==> src/rtl/ccsel_regs.svh <==
/*
  constants for the cpu clock select and oscillator watchdog block.
  assumes inclusion by bare name from the design files.
*/
`ifndef CCSEL_REGS_SVH
`define CCSEL_REGS_SVH
`define CCSEL_MODE_W 3
`define CCSEL_MODE_X4 3'h7
`define CCSEL_MODE_X3 3'h6
`define CCSEL_MODE_X2 3'h5
`define CCSEL_MODE_X5 3'h4
`define CCSEL_MODE_DIRECT 3'h3
`define CCSEL_MODE_X1P5 3'h2
`define CCSEL_MODE_DIV2 3'h1
`define CCSEL_MODE_X2P5 3'h0
`define CCSEL_WD_CNT_W 5
`define CCSEL_WD_OVF 5'h10
`define CCSEL_WD_ZERO 5'h00
`define CCSEL_WD_DISABLE_BIT 4
`define CCSEL_PH_W 4
`define CCSEL_PH_ZERO 4'h0
`define CCSEL_PH_ONE 4'h1
`define CCSEL_FRAC_ZERO 2'h0
`endif

==> src/rtl/ccsel_pkg.sv <==
/*
  types for the cpu clock select block.
  assumes nothing of its surroundings.
*/
package ccsel_pkg;
  typedef enum logic [1:0] {CCSEL_SRC_PLL, CCSEL_SRC_DIRECT, CCSEL_SRC_DIV2, CCSEL_SRC_FREE} ccsel_src_e;
  typedef logic [2:0] ccsel_mode_t;
endpackage : ccsel_pkg

==> src/rtl/ccsel_edge_sync.sv <==
/*
  three-flop synchroniser with edge detect for the oscillator input pin.
  assumes an asynchronous input; a change counts when stages two and three agree.
*/
`timescale 1ns/10ps
module ccsel_edge_sync (
  input wire logic core_clk,
  input wire logic nrst,
  input wire logic asyncIn,
  output logic level,
  output logic anyEdge,
  output logic riseEdge
);
  logic s1;
  logic s2;
  logic s3;
  always_ff @(posedge core_clk) begin
    if (!nrst) begin
      s1 <= 1'b0;
      s2 <= 1'b0;
      s3 <= 1'b0;
      level <= 1'b0;
    end else begin
      s1 <= asyncIn;
      s2 <= s1;
      s3 <= s2;
      if (s2 == s3) begin
        level <= s3;
      end
    end
  end
  // edge counts once stages two and three agree on a new level
  assign anyEdge = (s2 == s3) && (s3 != level);
  assign riseEdge = anyEdge && s3;
endmodule : ccsel_edge_sync

==> src/rtl/ccsel_clock_select.sv <==
/*
  cpu clock generation: strap-selected pll multiply, direct drive or 2:1 prescale,
  plus oscillator watchdog with permanent switchover to the free-running clock.
  assumes core_clk stands for the pll free-running clock and the pll multiplier;
  the oscillator input arrives asynchronously on oscInputPin.
*/
`timescale 1ns/10ps
`include "ccsel_regs.svh"
module ccsel_clock_select (
  input wire logic core_clk,
  input wire logic nrst,
  input wire logic oscInputPin,
  input wire logic [2:0] clockModeStrapPins,
  input wire logic [7:0] systemConfigReg,
  input wire logic oscFailIrqClear,
  output logic cpuClk,
  output logic cpuClkEdge,
  output logic [2:0] clockMode,
  output logic pllEnable,
  output logic oscWatchdogActive,
  output logic clockSwitched,
  output logic oscFailIrqFlag
);
  logic oscLevel;
  logic oscEdge;
  logic oscRise;
  logic strapHeld;
  logic [2:0] strapSample;
  logic [`CCSEL_WD_CNT_W-1:0] wdCount;
  logic [`CCSEL_PH_W-1:0] phase;
  logic [`CCSEL_PH_W-1:0] halfLen;
  logic [2:0] strapSync1;
  logic [2:0] strapSync2;
  logic [2:0] strapSync3;
  logic [`CCSEL_PH_W-1:0] edgeCount;
  logic wdEnable;
  logic wdOverflow;
  ccsel_pkg::ccsel_src_e src;
  logic next_cpuClk;

  // free-running cycles per cpu half period for each multiply code
  function automatic logic [`CCSEL_PH_W-1:0] pll_half(input ccsel_pkg::ccsel_mode_t m);
    unique case (m)
      `CCSEL_MODE_X4: pll_half = 4'h2;
      `CCSEL_MODE_X3: pll_half = 4'h3;
      `CCSEL_MODE_X2: pll_half = 4'h4;
      `CCSEL_MODE_X5: pll_half = 4'h2;
      `CCSEL_MODE_X1P5: pll_half = 4'h5;
      `CCSEL_MODE_X2P5: pll_half = 4'h4;
      default: pll_half = 4'h1;
    endcase
  endfunction : pll_half

  // transitions of the input per resync: the integer factor, rounded up
  function automatic logic [`CCSEL_PH_W-1:0] pll_factor(input ccsel_pkg::ccsel_mode_t m);
    unique case (m)
      `CCSEL_MODE_X4: pll_factor = 4'h4;
      `CCSEL_MODE_X3: pll_factor = 4'h3;
      `CCSEL_MODE_X2: pll_factor = 4'h2;
      `CCSEL_MODE_X5: pll_factor = 4'h5;
      `CCSEL_MODE_X1P5: pll_factor = 4'h2;
      `CCSEL_MODE_X2P5: pll_factor = 4'h3;
      default: pll_factor = 4'h1;
    endcase
  endfunction : pll_factor

  function automatic logic is_osc_mode(input ccsel_pkg::ccsel_mode_t m);
    is_osc_mode = (m == `CCSEL_MODE_DIRECT) || (m == `CCSEL_MODE_DIV2);
  endfunction : is_osc_mode

  ccsel_edge_sync u_osc_sync (
    .core_clk(core_clk),
    .nrst(nrst),
    .asyncIn(oscInputPin),
    .level(oscLevel),
    .anyEdge(oscEdge),
    .riseEdge(oscRise)
  );

  // strap pins pass three flops; a level counts once stages two and three agree
  always_ff @(posedge core_clk) begin
    strapSync1 <= clockModeStrapPins;
    strapSync2 <= strapSync1;
    strapSync3 <= strapSync2;
  end

  // strap sampling: follow pins during reset, freeze at release
  always_ff @(posedge core_clk) begin
    if (!nrst) begin
      if (strapSync2 == strapSync3) begin
        strapSample <= strapSync3;
      end
      strapHeld <= 1'b0;
    end else begin
      strapHeld <= 1'b1;
    end
  end

  always_ff @(posedge core_clk) begin
    if (!nrst) begin
      clockMode <= `CCSEL_MODE_X4;
    end else if (!strapHeld) begin
      clockMode <= strapSample;
    end
  end

  assign wdEnable = !systemConfigReg[`CCSEL_WD_DISABLE_BIT];
  assign halfLen = pll_half(clockMode);
  assign wdOverflow = (wdCount == `CCSEL_WD_OVF);

  // oscillator watchdog counter
  always_ff @(posedge core_clk) begin
    if (!nrst) begin
      wdCount <= `CCSEL_WD_ZERO;
    end else if (!wdEnable || !is_osc_mode(clockMode) || !strapHeld || oscEdge) begin
      wdCount <= `CCSEL_WD_ZERO;
    end else if (!wdOverflow) begin
      wdCount <= wdCount + 5'h01;
    end
  end

  // clock source selection; switchover is sticky
  always_ff @(posedge core_clk) begin
    if (!nrst) begin
      clockSwitched <= 1'b0;
    end else if (wdOverflow && wdEnable && is_osc_mode(clockMode)) begin
      clockSwitched <= 1'b1;
    end
  end

  always_comb begin
    if (clockSwitched) begin
      src = ccsel_pkg::CCSEL_SRC_FREE;
    end else if (clockMode == `CCSEL_MODE_DIRECT) begin
      src = ccsel_pkg::CCSEL_SRC_DIRECT;
    end else if (clockMode == `CCSEL_MODE_DIV2) begin
      src = ccsel_pkg::CCSEL_SRC_DIV2;
    end else begin
      src = ccsel_pkg::CCSEL_SRC_PLL;
    end
  end

  // fail flag: set wins over clear
  always_ff @(posedge core_clk) begin
    if (!nrst) begin
      oscFailIrqFlag <= 1'b0;
    end else if (wdOverflow && wdEnable && is_osc_mode(clockMode) && !clockSwitched) begin
      oscFailIrqFlag <= 1'b1;
    end else if (oscFailIrqClear) begin
      oscFailIrqFlag <= 1'b0;
    end
  end

  // pll half-period phase, resynchronised every factor-count input transitions
  always_ff @(posedge core_clk) begin
    if (!nrst) begin
      edgeCount <= `CCSEL_PH_ZERO;
    end else if (src != ccsel_pkg::CCSEL_SRC_PLL) begin
      edgeCount <= `CCSEL_PH_ZERO;
    end else if (oscEdge) begin
      if (edgeCount + `CCSEL_PH_ONE >= pll_factor(clockMode)) begin
        edgeCount <= `CCSEL_PH_ZERO;
      end else begin
        edgeCount <= edgeCount + `CCSEL_PH_ONE;
      end
    end
  end

  always_ff @(posedge core_clk) begin
    if (!nrst) begin
      phase <= `CCSEL_PH_ZERO;
    end else if (src == ccsel_pkg::CCSEL_SRC_PLL && oscEdge && edgeCount == `CCSEL_PH_ZERO
                 && phase > (halfLen >> 1)) begin
      phase <= phase - `CCSEL_PH_ONE;
    end else if (phase + `CCSEL_PH_ONE >= halfLen) begin
      phase <= `CCSEL_PH_ZERO;
    end else begin
      phase <= phase + `CCSEL_PH_ONE;
    end
  end

  always_comb begin
    next_cpuClk = cpuClk;
    unique case (src)
      ccsel_pkg::CCSEL_SRC_DIRECT: next_cpuClk = oscLevel;
      ccsel_pkg::CCSEL_SRC_DIV2: next_cpuClk = oscRise ? !cpuClk : cpuClk;
      ccsel_pkg::CCSEL_SRC_FREE: next_cpuClk = !cpuClk;
      ccsel_pkg::CCSEL_SRC_PLL: begin
        if (phase + `CCSEL_PH_ONE >= halfLen) begin
          next_cpuClk = !cpuClk;
        end
      end
    endcase
  end

  always_ff @(posedge core_clk) begin
    if (!nrst) begin
      cpuClk <= 1'b0;
      cpuClkEdge <= 1'b0;
    end else begin
      cpuClk <= next_cpuClk;
      cpuClkEdge <= next_cpuClk != cpuClk;
    end
  end

  always_ff @(posedge core_clk) begin
    if (!nrst) begin
      pllEnable <= 1'b0;
      oscWatchdogActive <= 1'b0;
    end else begin
      // a switched clock runs from the pll, so it must stay powered
      pllEnable <= !is_osc_mode(clockMode) || wdEnable || clockSwitched;
      oscWatchdogActive <= is_osc_mode(clockMode) && wdEnable && strapHeld;
    end
  end
endmodule : ccsel_clock_select

==> config.mk <==
export PLATFORM = sky130hd
export DESIGN_NAME = ccsel_clock_select
export DESIGN_NICKNAME = d
export VERILOG_FILES = /design/src/rtl/ccsel_pkg.sv /design/src/rtl/ccsel_edge_sync.sv /design/src/rtl/ccsel_clock_select.sv
export VERILOG_INCLUDE_DIRS = /design/src /design/src/rtl
export SDC_FILE = /design/constraint.sdc
export NUM_CORES = 1
export LEC_CHECK = 0
export BUFFER_PORTS_ARGS = -buffer_cell sky130_fd_sc_hd__buf_2
export CORE_AREA = 3 3 85 95
export CTS_CLUSTER_DIAMETER = 100
export DETAILED_ROUTE_END_ITERATION = 7
export DIE_AREA = 0 0 88 98
export HOLD_SLACK_MARGIN = 0.06
export SYNTH_ARGS = -nofsm -noshare
export SYNTH_HDL_FRONTEND = slang
export SYNTH_SLANG_ARGS = --single-unit
==> constraint.sdc <==
create_clock -name core_clk -period 6.2 [get_ports core_clk]
set_input_delay 0.93 -clock core_clk [delete_from_list [all_inputs] [get_ports core_clk]]
set_output_delay 0.93 -clock core_clk [all_outputs]
set_load 0.02 [all_outputs]
* Word level (Yosys, flattened, before mapping)
Cells that the tools add are included.
** Operators by class
- $add $sub $neg :: 4
- Magnitude comparators :: 3
- Eq/ne operators :: 15
- Multiplexer cells :: 17
- Bitwise operators :: 1
- Reduce and logical (&&, ||, !) cells :: 33
** Operators by type and width (number)
- 4-bit two-way mux :: 6
- 3-bit case mux with 4 select lines :: 2
- 3-bit == test, second input constant :: 4
- 2-bit OR reduction :: 6
- 1-bit logical AND :: 10
- 4-bit by 1-bit adder with 4-bit output, second input constant :: 2
- 4-bit >= comparator :: 2
- 3-bit by 2-bit == test with 1-bit output, second input constant :: 2
- 1-bit logical OR :: 6
- 2-bit two-way mux :: 3
- 5-bit by 1-bit adder with 5-bit output, second input constant :: 1
- 5-bit == test, second input constant :: 1
- 1-bit zero test :: 5
- 1-bit two-way mux :: 5
- 2-bit == test, second input constant :: 2
- 4-bit by 3-bit greater-than comparator with 1-bit output :: 1
- 4-bit zero test :: 1
- 1-bit case mux with 4 select lines :: 1
- 2-bit nonzero test :: 2
- 4-bit by 1-bit subtractor with 4-bit output, second input constant :: 1
- 3-bit by 1-bit == test with 1-bit output, second input constant :: 1
- 3-bit == test :: 1
- 3-bit zero test :: 1
- 2-bit by 1-bit == test with 1-bit output, second input constant :: 1
- 5 further kinds :: 6
** Word-level totals
- Flip-flop bits (word level) :: 39
- Bits of input ports :: 15
- Output and inout bits :: 9
- Word-level logic and storage cells :: 92

* Logic depth before layout (Yosys ltp)
Gate-level depths: netlist of the first run.
- Word-level depth :: 9
- Gate-level depth with buffers :: 9

* Cells and area by module
From an unflattened synthesis of the first run, not the netlist that was laid out.
** Second synthesis, totals
- Cell total of the unflattened synthesis :: 183
- Area, all modules :: 1789.2 sq um
** By module, submodules not included
- ccsel_clock_select :: times used 1, cells each 170, area each 1651.6 sq um, seq. area each 730.7 sq um
- ccsel_edge_sync :: times used 1, cells each 13, area each 137.6 sq um, seq. area each 80.1 sq um

* Worst setup path before layout of the first run
No wires, ideal clock.
- Path kind :: flip-flop to flip-flop
- Start :: register clockMode[2]
- End :: register cpuClkEdge
- Setup time :: 0.119 ns
- Arrival :: 2.129 ns
- Data required time :: 6.081 ns
- Slack :: 3.953 ns
- Cell stages (with the launch flop) :: 10
- Buffers on the path :: 1
- Clock period less this slack :: 2.247 ns
- Path through :: dfxtp_1 -> nand2b_1 -> buf_6 -> nand2_1 -> ha_1 -> or3b_1 -> a21oi_1 -> and2_1 -> a21oi_1 -> o221a_1
** Between the ends
- Longest elaborated chain between the ends :: 7
- Elaborated cells between the ends (all ways) :: 22
- Those cells by class :: 1 x order compare; 11 x eq/ne; 6 x mux; 4 x reduce/logical
** RTL lines
- start, declared :: line ccsel_clock_select.sv:18 : output logic [2:0] clockMode,
- start signal, assigned :: line ccsel_clock_select.sv:101 : clockMode <= `CCSEL_MODE_X4;
- start signal, assigned :: line ccsel_clock_select.sv:103 : clockMode <= strapSample;
- 3-bit == test, or another cell as far along :: line ccsel_clock_select.sv:43 : unique case (m)
- 2-bit OR reduction (no line) or 2-bit two-way mux (tied branches)
- 3-bit case mux with 4 select lines or 2-bit two-way mux (tied branches) :: line ccsel_clock_select.sv:43, ccsel_clock_select.sv:134
- 4-bit >= comparator or 2-bit two-way mux (tied branches) :: line ccsel_clock_select.sv:189, ccsel_clock_select.sv:132
- 1-bit two-way mux, or another cell as far along :: line ccsel_clock_select.sv:189 : if (phase + `CCSEL_PH_ONE >= halfLen) begin
- 1-bit case mux with 4 select lines (*) :: line ccsel_clock_select.sv:184 : unique case (src)
- 1-bit inequality test (*) :: line ccsel_clock_select.sv:202 : cpuClkEdge <= next_cpuClk != cpuClk;
- end signal, assigned :: line ccsel_clock_select.sv:202
- end, declared :: line ccsel_clock_select.sv:17 : output logic cpuClkEdge,
Mark *: on every way between the ends. The rest lies on a longest branch, timed or not.
A chain may end at the register's enable or synchronous reset.

* Worst setup path after layout of the first run
Ends and elaborated chain as after synthesis.

==> reports/qor.csv, run 1 <==
stage;metric;value;unit
cts;clkTransAtPathRegs;0.08;ns
die;num_rows;32;
final_layout;layout-drive-gt1-share;15.2;%
final_layout;nNetsFinal;225;
min_path;worstHoldStart;strapSync1[0]$_DFF_P_;
setup_path;ff2ff_path_depth;8;
synth;synth.ff_latch_count;39;
sta;whs;0.331;ns
sta;max_freq;400;MHz
power_and_ir_drop;worst_ir_drop_vdd;0.000127;V
grt;grt_remaining_overflow;0;
setup_path;cp-startpoint;clockMode[2]$_SDFFE_PN1N_;
min_path;min_path_cells;0;
cts;numCtsBuffers;5;
cts;hold_buffers;0;
routing;wl_per_cell;10.9;um
final_layout;diodes;0;
routing;first_pass_iters;4;
grt;grt_max_degree;21;
sta;final_hold_viol_count;0;
sta;rsz0062_at_grt;false;
die;dieWidth;88;um
setup_path;timing.rr.start;clockMode[2]$_SDFFE_PN1N_;
placed_design;gp_congestion;0.774;
min_path;min_to;strapSync2[0]$_DFF_P_;
power_and_ir_drop;p_leak;0.876;nW
synth;synth-seq-area-share;45.3;%
grt;grt_pass1_wl;5350;um
placed_design;dp_hpwl;2320;um
synth;synth_nets;205;
synth;yosysUniqueCellTypes;40;
sta;fin_crit;2.50;ns
cts;cts.sinks;39;
synth;yosysWarnings;0;
placed_design;portBuffers;16;
routing;remaining_drc_errors;0;
die;io_pins;24;
sta;fin_crit_sh;40.3;%
final_layout;final_common_cell;dfxtp_1;
routing;vias;1253;
flow_run;drv_cap;0;
routing;drt_iter0_markers;50;
die;die_area;0.00862;mm^2
die;die_height;98;um
die;start_util;25.3;%
setup_path;regToRegEndpoint;cpuClkEdge$_SDFF_PN0_;
sta;worstMarginPinSlew;0.598;ns
power_and_ir_drop;power_density;301;mW/mm^2
min_path;hold_class;flop to flop;
setup_path;cp_max_fo;8;
synth;syn-mean-instance-area;10.2;um^2
routing;post_drt_via_cell_ratio;4.44;
sta;slew_viol_final;0;
cts;cts_root_buf;clkbuf_8;
sta;tns;0;ns
cts;post_cts_resized;0;
final_layout;syn_to_final_growth;14.5;%
cts;clkLatencyLatePin;0.29;ns
grt;first_global_vias;1230;
final_layout;multiInputGateArea;931;um^2
final_layout;layout_common_cells;36 x dfxtp_1, 17 x nand2_1, 16 x buf_2, 14 x ha_1, 11 x nor2_1;
grt;antenna_found_initial;0;
cts;clock_path_buffers;2;
status;status;finished clean;
setup_path;crit_arrival;2.69;ns
setup_path;ff2ff_setup_slack;3.70;ns
final_layout;fill_cells;719;
die;core;0.00709;mm^2
final_layout;final-seq-area;811;um^2
synth;synth_cells;176;
sta;finalSetupViolations;0;
grt;grt_use_total;7.93;%
synth;synthesis.area;0.00179;mm^2
sta;slew_headroom;59.8;%
setup_path;cp.required;6.39;ns
setup_path;cp-end-kind;flop;
setup_path;crit_type;flop to flop;
cts;h-tree-depth;2;
cts;cts_tree;built;
routing;drt-total-wl;3060;um
setup_path;critPathLaunchType;flop;
cts;post_cts_buffers;0;
routing;ant_nets;0;
sta;skew;0.00576;ns
registers in the layout (all words and copies together) (netlist names), 3 cells and up:
name         cells
strapSample      3
strapSync2       3
strapSync1       3
clockMode        3
phase            4
strapSync3       3
wdCount          5
edgeCount        4
critical path: stages, from the launching register on:
cell	delay (ns)
dfxtp_1	0.45
nand2b_1	0.38
nand2_1	0.11
ha_1	0.27
or3b_1	0.37
a21oi_1	0.23
and2_1	0.26
a21oi_1	0.10
o221a_1	0.23
logic make-up (layout without fill, tap and decap cells):
kind of cell / Yosys count / count (layout) / share of synthesized area, %
AOI/OAI and AO/OA: 24 / 24 / 11.0
xor gates and xnor gates: 13 / 13 / 6.36
adders and majority gates: 14 / 14 / 9.78
buffers and inverters: 11 / 32 / 2.73
DFF: 39 / 39 / 45.3
muxes: 6 / 6 / 3.35
and+or+nand+nor: 69 / 69 / 21.5
through the flow:
step	power (mW)	setup WS (ns)	cell area [um^2]	utilization, %	cells
after CTS	0.629	3.66	2050	28.9	282
after global routing	0.664	3.48	2050	28.9	282
after global placement	0.447	3.67	1960	27.6	274
after floorplan	0.414	3.95	1790	-	176
final	0.617	3.70	2050	28.9	282
after detailed placement	0.450	3.67	1960	27.6	274
synth_stat cells, drive strengths merged:
cell	number	share of area, %
o221a	1	0.63
nor4	2	0.70
buf	1	0.63
or3b	1	0.49
nand2	17	3.6
o21a	4	1.7
a22oi	1	0.42
or2b	1	0.42
nand2b	6	2.5
nor4bb	1	0.56
mux2i	6	3.4
ha	14	9.8
nor3	5	1.4
inv	8	1.7
xnor2	5	2.4
clkbuf	2	0.42
a32o	1	0.56
dfxtp	36	40
and3	2	0.70
and2	5	1.7
a21boi	3	1.3
o21ai	3	0.84
nor3b	1	0.70
xor2	8	3.9
nand3	6	1.7
a2111oi	2	2.4
nand4bb	1	0.63
edfxtp	3	5.0
a21oi	6	1.7
nand3b	3	1.3
nor2	11	2.3
or2	1	0.35
o211a	2	1.1
nor2b	6	2.5
a21o	1	0.42
final cells by class:
class | count | area share, %
multi-input cells | 126 | 45.4
flip-flops and latches | 39 | 39.5
well taps | 85 | 5.19
repair buffers | 16 | 3.90
clock buffers | 5 | 3.36
inverters | 8 | 1.46
clock inverters | 3 | 1.16
worst max-delay path by stage:
stage / end / slack [ns] / cells past startpoint
global placement: cpuClkEdge$_SDFF_PN0_ / 3.67 / 8
floorplan: cpuClkEdge$_SDFF_PN0_ / 3.95 / 9
global route: cpuClkEdge$_SDFF_PN0_ / 3.48 / 8
CTS: cpuClkEdge$_SDFF_PN0_ / 3.66 / 8
finish: cpuClkEdge$_SDFF_PN0_ / 3.70 / 8
detailed placement: cpuClkEdge$_SDFF_PN0_ / 3.67 / 8
layer usage:
layer | track usage, % | routed length (um) | up-vias | share of wire [%]
met1 | 8.77 | 1350 | 589 | 44
met4 | 3.90 | 62 | 0 | 2.0
li1 | - | - | 644 | -
met5 | 0 | 0 | - | 0
met2 | 13.4 | 1560 | 14 | 51
met3 | 2.62 | 97 | 6 | 3.2
report_power, final:
group | switching [mW] | internal [mW] | total (mW)
clock network | 0.0954 | 0.0804 | 0.176
logic | 0.0774 | 0.0719 | 0.149
registers | 0.0194 | 0.272 | 0.292
total | 0.192 | 0.424 | 0.617
No activity file was read; power rests on OpenSTA's default activity.
==> run 2, diff against run 1 <==
==> constraint.sdc (replaced) <==
create_clock -name core_clk -period 2.5 [get_ports core_clk]
set_input_delay 0.375 -clock core_clk [delete_from_list [all_inputs] [get_ports core_clk]]
set_output_delay 0.375 -clock core_clk [all_outputs]
set_load 0.02 [all_outputs]
==> run 2 against run 1 <==
  * Combinational power rose to 2.6 times the previous value
  * Setup slack worse by 3.4 ns
  * Highest routed layer unchanged
  * Clock power rose to 3.5 times the previous value
  * Clock skew up 0.00052 ns
  * Total power rose to 2.8 times the previous value
  * Non-clock buffer count up 4
  * First-iteration DRC count down 44%
  * Critical path depth unchanged
  * Wire length down 0.91%
  * Sequential power up 140%
  * Clock-buffer cell count unchanged
==> reports/qor.csv, run 2 (synthesized netlist as in run 1, its figures left out) <==
stage;metric;value;unit
setup_path;critPathLaunchType;flop;
cts;post_cts_buffers;0;
power_and_ir_drop;p_sw_share;26.7;%
min_path;hold_class;input port to flop;
cts;h-tree-depth;2;
placed_design;dp.cells;278;
flow_run;drv_cap;0;
final_layout;regMostFlops;wdCount;
cts;numCtsBuffers;5;
final_layout;fin_cells;286;
die;start_util;25.3;%
power_and_ir_drop;p_sw;0.460;mW
final_layout;nNetsFinal;229;
setup_path;regToRegEndpoint;cpuClkEdge$_SDFF_PN0_;
placed_design;portBuffers;16;
power_and_ir_drop;power_frac_clock;35.7;%
final_layout;largestRegisters;wdCount: 5 flops, edgeCount: 4 flops, phase: 4 flops;
routing;drt-total-wl;3040;um
power_and_ir_drop;power_frac_comb;22.8;%
setup_path;ff2ff_setup_slack;0.27;ns
cts;hold_buffers;0;
sta;slew_headroom;61.0;%
cts;clock_path_buffers;2;
cts;cts.sinks;39;
final_layout;syn_to_final_growth;18.7;%
final_layout;layout-drive-gt1-share;16.9;%
final_layout;layout_common_cells;36 x dfxtp_1, 17 x nand2_1, 16 x buf_2, 14 x ha_1, 11 x nor2_1;
sta;rsz0062_at_grt;false;
placed_design;place_area;0.00199;mm^2
setup_path;crit_arrival;2.42;ns
power_and_ir_drop;p_int;1.26;mW
cts;clkTransAtPathRegs;0.08;ns
setup_path;ff2ff_path_depth;8;
cts;post_cts_resized;0;
sta;tns;0;ns
sta;fin_crit_sh;89.4;%
sta;max_freq;448;MHz
setup_path;cp_max_fo;5;
min_path;worstHoldStart;clockModeStrapPins[2];
final_layout;diodes;0;
final_layout;final_common_cell;dfxtp_1;
routing;drt_iter0_markers;28;
sta;worstMarginPinSlew;0.579;ns
sta;finalSetupViolations;0;
sta;layout_setup_ws;0.266;ns
die;core;0.00709;mm^2
routing;wl_per_cell;10.6;um
routing;remaining_drc_errors;0;
sta;skew;0.00628;ns
cts;cts_root_buf;clkbuf_8;
grt;first_global_vias;1194;
cts;clkLatencyLatePin;0.29;ns
setup_path;cp.required;2.68;ns
die;num_rows;32;
final_layout;fill_cells;709;
sta;slew_viol_final;0;
routing;first_pass_iters;4;
power_and_ir_drop;p_leak;0.918;nW
grt;antenna_found_initial;0;
die;dieWidth;88;um
grt;grt_pass1_wl;5280;um
placed_design;dp_hpwl;2260;um
final_layout;largest_reg_flops;5;
grt;grt_max_degree;21;
grt;grt_remaining_overflow;0;
power_and_ir_drop;worst_ir_drop_vdd;0.000306;V
sta;fin_crit;2.23;ns
setup_path;cp-startpoint;phase[1]$_SDFF_PN0_;
die;io_pins;24;
final_layout;finalInstanceArea;0.00212;mm^2
die;die_height;98;um
die;die_area;0.00862;mm^2
sta;final_hold_viol_count;0;
grt;grt_use_total;7.71;%
routing;ant_nets;0;
power_and_ir_drop;power_frac_seq;41.4;%
cts;cts_tree;built;
placed_design;place_ws;0.251;ns
placed_design;gp_congestion;0.807;
setup_path;cp-end-kind;flop;
status;status;finished clean;
setup_path;timing.rr.start;phase[1]$_SDFF_PN0_;
power_and_ir_drop;power_density;811;mW/mm^2
setup_path;crit_end;cpuClkEdge$_SDFF_PN0_;
routing;vias;1257;
setup_path;crit_type;flop to flop;
routing;post_drt_via_cell_ratio;4.40;
run 2: cell types whose count changed in the layout (fill, tap and decap cells not counted):
cell        delta
buf_4          +4
clkinvlp_4     -1
bufinv_16      +2
inv_6          -1
run 2: routing by layer:
layer	global-route usage (%)	part of all wire [%]
met1	8.82	44
met2	13.1	51
met3	2.36	3.2
met4	3.19	1.4
met5	0	0
run 2: how the worst min path moves through the flow:
stage / end / slack, ns / cells past startpoint
global route: strapSync1[0]$_DFF_P_ / 0.16 / 1
CTS: strapSync1[2]$_DFF_P_ / 0.17 / 1
floorplan: strapSync2[0]$_DFF_P_ / 0.31 / 0
detailed placement: strapSync2[0]$_DFF_P_ / 0.31 / 0
global placement: strapSync2[0]$_DFF_P_ / 0.31 / 0
finish: strapSync1[2]$_DFF_P_ / 0.18 / 1
run 2: area by class of cell:
| cell class | count | area (um^2) | area share, % |
|---|---|---|---|
| Inverter | 8 | 30.0 | 1.41 |
| Multi-Input combinational cell | 126 | 931 | 43.8 |
| Clock buffer | 5 | 68.8 | 3.24 |
| Timing Repair Buffer | 20 | 110 | 5.18 |
| Sequential cell | 39 | 811 | 38.2 |
| Clock inverter | 3 | 67.6 | 3.18 |
| Tap cell | 85 | 106 | 5.01 |
run 2: power groups by stage:
stage	registers, mW	logic [mW]	clock network (mW)
2_1_floorplan	0.748	0.279	0
3_3_place_gp	0.727	0.394	0
3_5_place_dp	0.729	0.395	0
4_1_cts	0.715	0.399	0.641
5_1_grt	0.720	0.444	0.663
6_report	0.714	0.393	0.616
run 2: critical path: stages, from the launching register on:
cell	delay [ns]
dfxtp_1	0.40
inv_1	0.06
ha_1	0.31
ha_1	0.22
or3b_1	0.34
a21oi_1	0.23
and2_1	0.25
a21oi_1	0.09
o221a_1	0.22
run 2: metrics by stage:
step | power, mW | utilization (%) | hold WS [ns]
after floorplan | 1.03 | - | 0.310
after global placement | 1.12 | 28.1 | 0.311
after detailed placement | 1.12 | 28.1 | 0.314
after CTS | 1.75 | 30.0 | 0.170
after global routing | 1.83 | 30.0 | 0.164
final | 1.72 | 30.0 | 0.184
==> run 3, diff against run 2 <==
==> constraint.sdc (replaced) <==
create_clock -name core_clk -period 2.5 [get_ports core_clk]
set_input_delay 0.375 -clock core_clk [delete_from_list [all_inputs] [get_ports core_clk]]
set_output_delay 0.375 -clock core_clk [all_outputs]
set_load 0.1 [all_outputs]
==> run 3 against run 2 <==
  * Largest power group unchanged
  * Total power about the same
  * Setup slack lost 0.11 ns
  * Worst hold slack improved by 0.0035 ns
  * Final cell count shrank 1.0%
  * Design area fell by 2.0%
  * Register-to-register slack got worse by 0.11 ns
==> reports/qor.csv, run 3 (synthesized netlist as in run 1, its figures left out) <==
stage;metric;value;unit
routing;drt_iter0_markers;42;
cts;cts_tree;built;
routing;wl_per_cell;10.8;um
routing;ant_nets;0;
cts;post_cts_buffers;0;
final_layout;layout_common_cells;33 x dfxtp_1, 17 x nand2_1, 16 x buf_2, 14 x ha_1, 11 x nor2_1;
sta;slew_viol_final;0;
status;status;finished clean;
sta;slew_headroom;57.5;%
final_layout;fill_cells;729;
die;start_util;25.3;%
sta;max_freq;426;MHz
sta;finalSetupViolations;0;
cts;h-tree-depth;2;
final_layout;multiInputGateArea;931;um^2
sta;fin_crit;2.35;ns
grt;grt_remaining_overflow;0;
cts;cts.sinks;39;
routing;remaining_drc_errors;0;
placed_design;dp_hpwl;2350;um
routing;first_pass_iters;4;
final_layout;final_core_utilization;29.4;%
routing;post_drt_via_cell_ratio;4.44;
final_layout;largest_reg_flops;5;
grt;antenna_found_initial;0;
grt;first_global_vias;1231;
power_and_ir_drop;worst_ir_drop_vdd;0.000297;V
setup_path;timing.rr.start;phase[0]$_SDFF_PN0_;
sta;fin_crit_sh;93.9;%
cts;post_cts_resized;0;
min_path;min_to;strapSync1[2]$_DFF_P_;
final_layout;syn_to_final_growth;16.3;%
setup_path;critPathLaunchType;flop;
sta;worstMarginPinSlew;0.632;ns
die;die_height;98;um
flow_run;drv_cap;0;
setup_path;cp_max_fo;5;
setup_path;regToRegEndpoint;cpuClkEdge$_SDFF_PN0_;
placed_design;place_ws;0.119;ns
cts;numCtsBuffers;5;
sta;skew;0.0114;ns
die;die_area;0.00862;mm^2
sta;rsz0062_at_grt;false;
setup_path;cp.required;2.68;ns
final_layout;final-seq-area;815;um^2
routing;drt-total-wl;3060;um
setup_path;crit_arrival;2.53;ns
min_path;min_path_cells;1;
setup_path;ff2ff_path_depth;8;
power_and_ir_drop;power_density;827;mW/mm^2
placed_design;portBuffers;16;
placed_design;gp_congestion;0.754;
cts;cts_root_buf;clkbuf_8;
die;dieWidth;88;um
sta;layout_setup_ws;0.153;ns
final_layout;largestRegisters;wdCount: 5 flops, edgeCount: 4 flops, phase: 4 flops;
die;num_rows;32;
min_path;worstHoldStart;clockModeStrapPins[2];
sta;whs;0.188;ns
final_layout;layout-drive-gt1-share;17.2;%
cts;clkTransAtPathRegs;0.08;ns
final_layout;regMostFlops;wdCount;
final_layout;nNetsFinal;226;
grt;grt_use_total;7.91;%
final_layout;final_common_cell;dfxtp_1;
grt;grt_max_degree;21;
setup_path;ff2ff_setup_slack;0.15;ns
power_and_ir_drop;p_leak;0.897;nW
setup_path;cp-end-kind;flop;
cts;clkLatencyLatePin;0.29;ns
die;core;0.00709;mm^2
cts;clock_path_buffers;2;
final_layout;diodes;0;
grt;grt_pass1_wl;5440;um
routing;vias;1257;
cts;hold_buffers;0;
sta;final_hold_viol_count;0;
die;io_pins;24;
min_path;hold_class;input port to flop;
setup_path;crit_type;flop to flop;
sta;tns;0;ns
==> run 3: cell types whose count changed in the layout (fill, tap and decap cells not counted) <==
cell and delta:
bufinv_16 -1, dfxtp_2 +3, clkinv_4 +1, clkinvlp_4 -1, clkinv_2 +1, buf_4 -3, dfxtp_1 -3
==> run 3: critical path, stage by stage (launching register included) <==
cell and delay, ns:
dfxtp_1 0.41, inv_1 0.11, ha_1 0.35, ha_1 0.23, or3b_1 0.34, a21oi_1 0.21
and2_1 0.25, a21oi_1 0.10, o221a_1 0.23
==> run 3: how the worst max path moves through the flow <==
stage | from | to | slack, ns | depth (start not counted)
floorplan | clockMode[2]$_SDFFE_PN1N_ | cpuClk$_SDFF_PN0_ | 0.03 | 9
global placement | phase[0]$_SDFF_PN0_ | cpuClkEdge$_SDFF_PN0_ | 0.19 | 8
detailed placement | phase[0]$_SDFF_PN0_ | cpuClkEdge$_SDFF_PN0_ | 0.12 | 8
CTS | phase[0]$_SDFF_PN0_ | cpuClkEdge$_SDFF_PN0_ | 0.11 | 8
global route | phase[0]$_SDFF_PN0_ | cpuClkEdge$_SDFF_PN0_ | 0.003 | 8
finish | phase[0]$_SDFF_PN0_ | cpuClkEdge$_SDFF_PN0_ | 0.15 | 8
==> run 3: layer usage <==
| layer | vias up | wire [um] | global-route usage [%] | part of all wire [%] |
|---|---|---|---|---|
| li1 | 648 | - | - | - |
| met1 | 588 | 1350 | 9.15 | 44 |
| met2 | 16 | 1560 | 13.4 | 51 |
| met3 | 5 | 102 | 2.62 | 3.3 |
| met4 | 0 | 50 | 2.83 | 1.6 |
| met5 | - | 0 | 0 | 0 |
==> run 3: area by class of cell <==
cell class | count | area share, %
Clock buffer | 5 | 3.31
Clock inverter | 3 | 2.10
Inverter | 8 | 1.44
Multi-Input combinational cell | 126 | 44.7
Sequential cell | 39 | 39.1
Tap cell | 85 | 5.11
Timing Repair Buffer | 17 | 4.21
==> run 3: stage by stage <==
stage / power (mW) / cells / area [um^2]
finish: 1.72 / 283 / 2080
global route: 1.84 / 283 / 2080
CTS: 1.75 / 283 / 2080
detailed placement: 1.22 / 275 / 1970
global placement: 1.21 / 275 / 1970
floorplan: 1.13 / 176 / 1790
==> run 3: power breakdown <==
group          switching, mW  internal, mW
registers             0.0462         0.676
clock network          0.221         0.297
logic                  0.301         0.180
total                  0.568          1.15
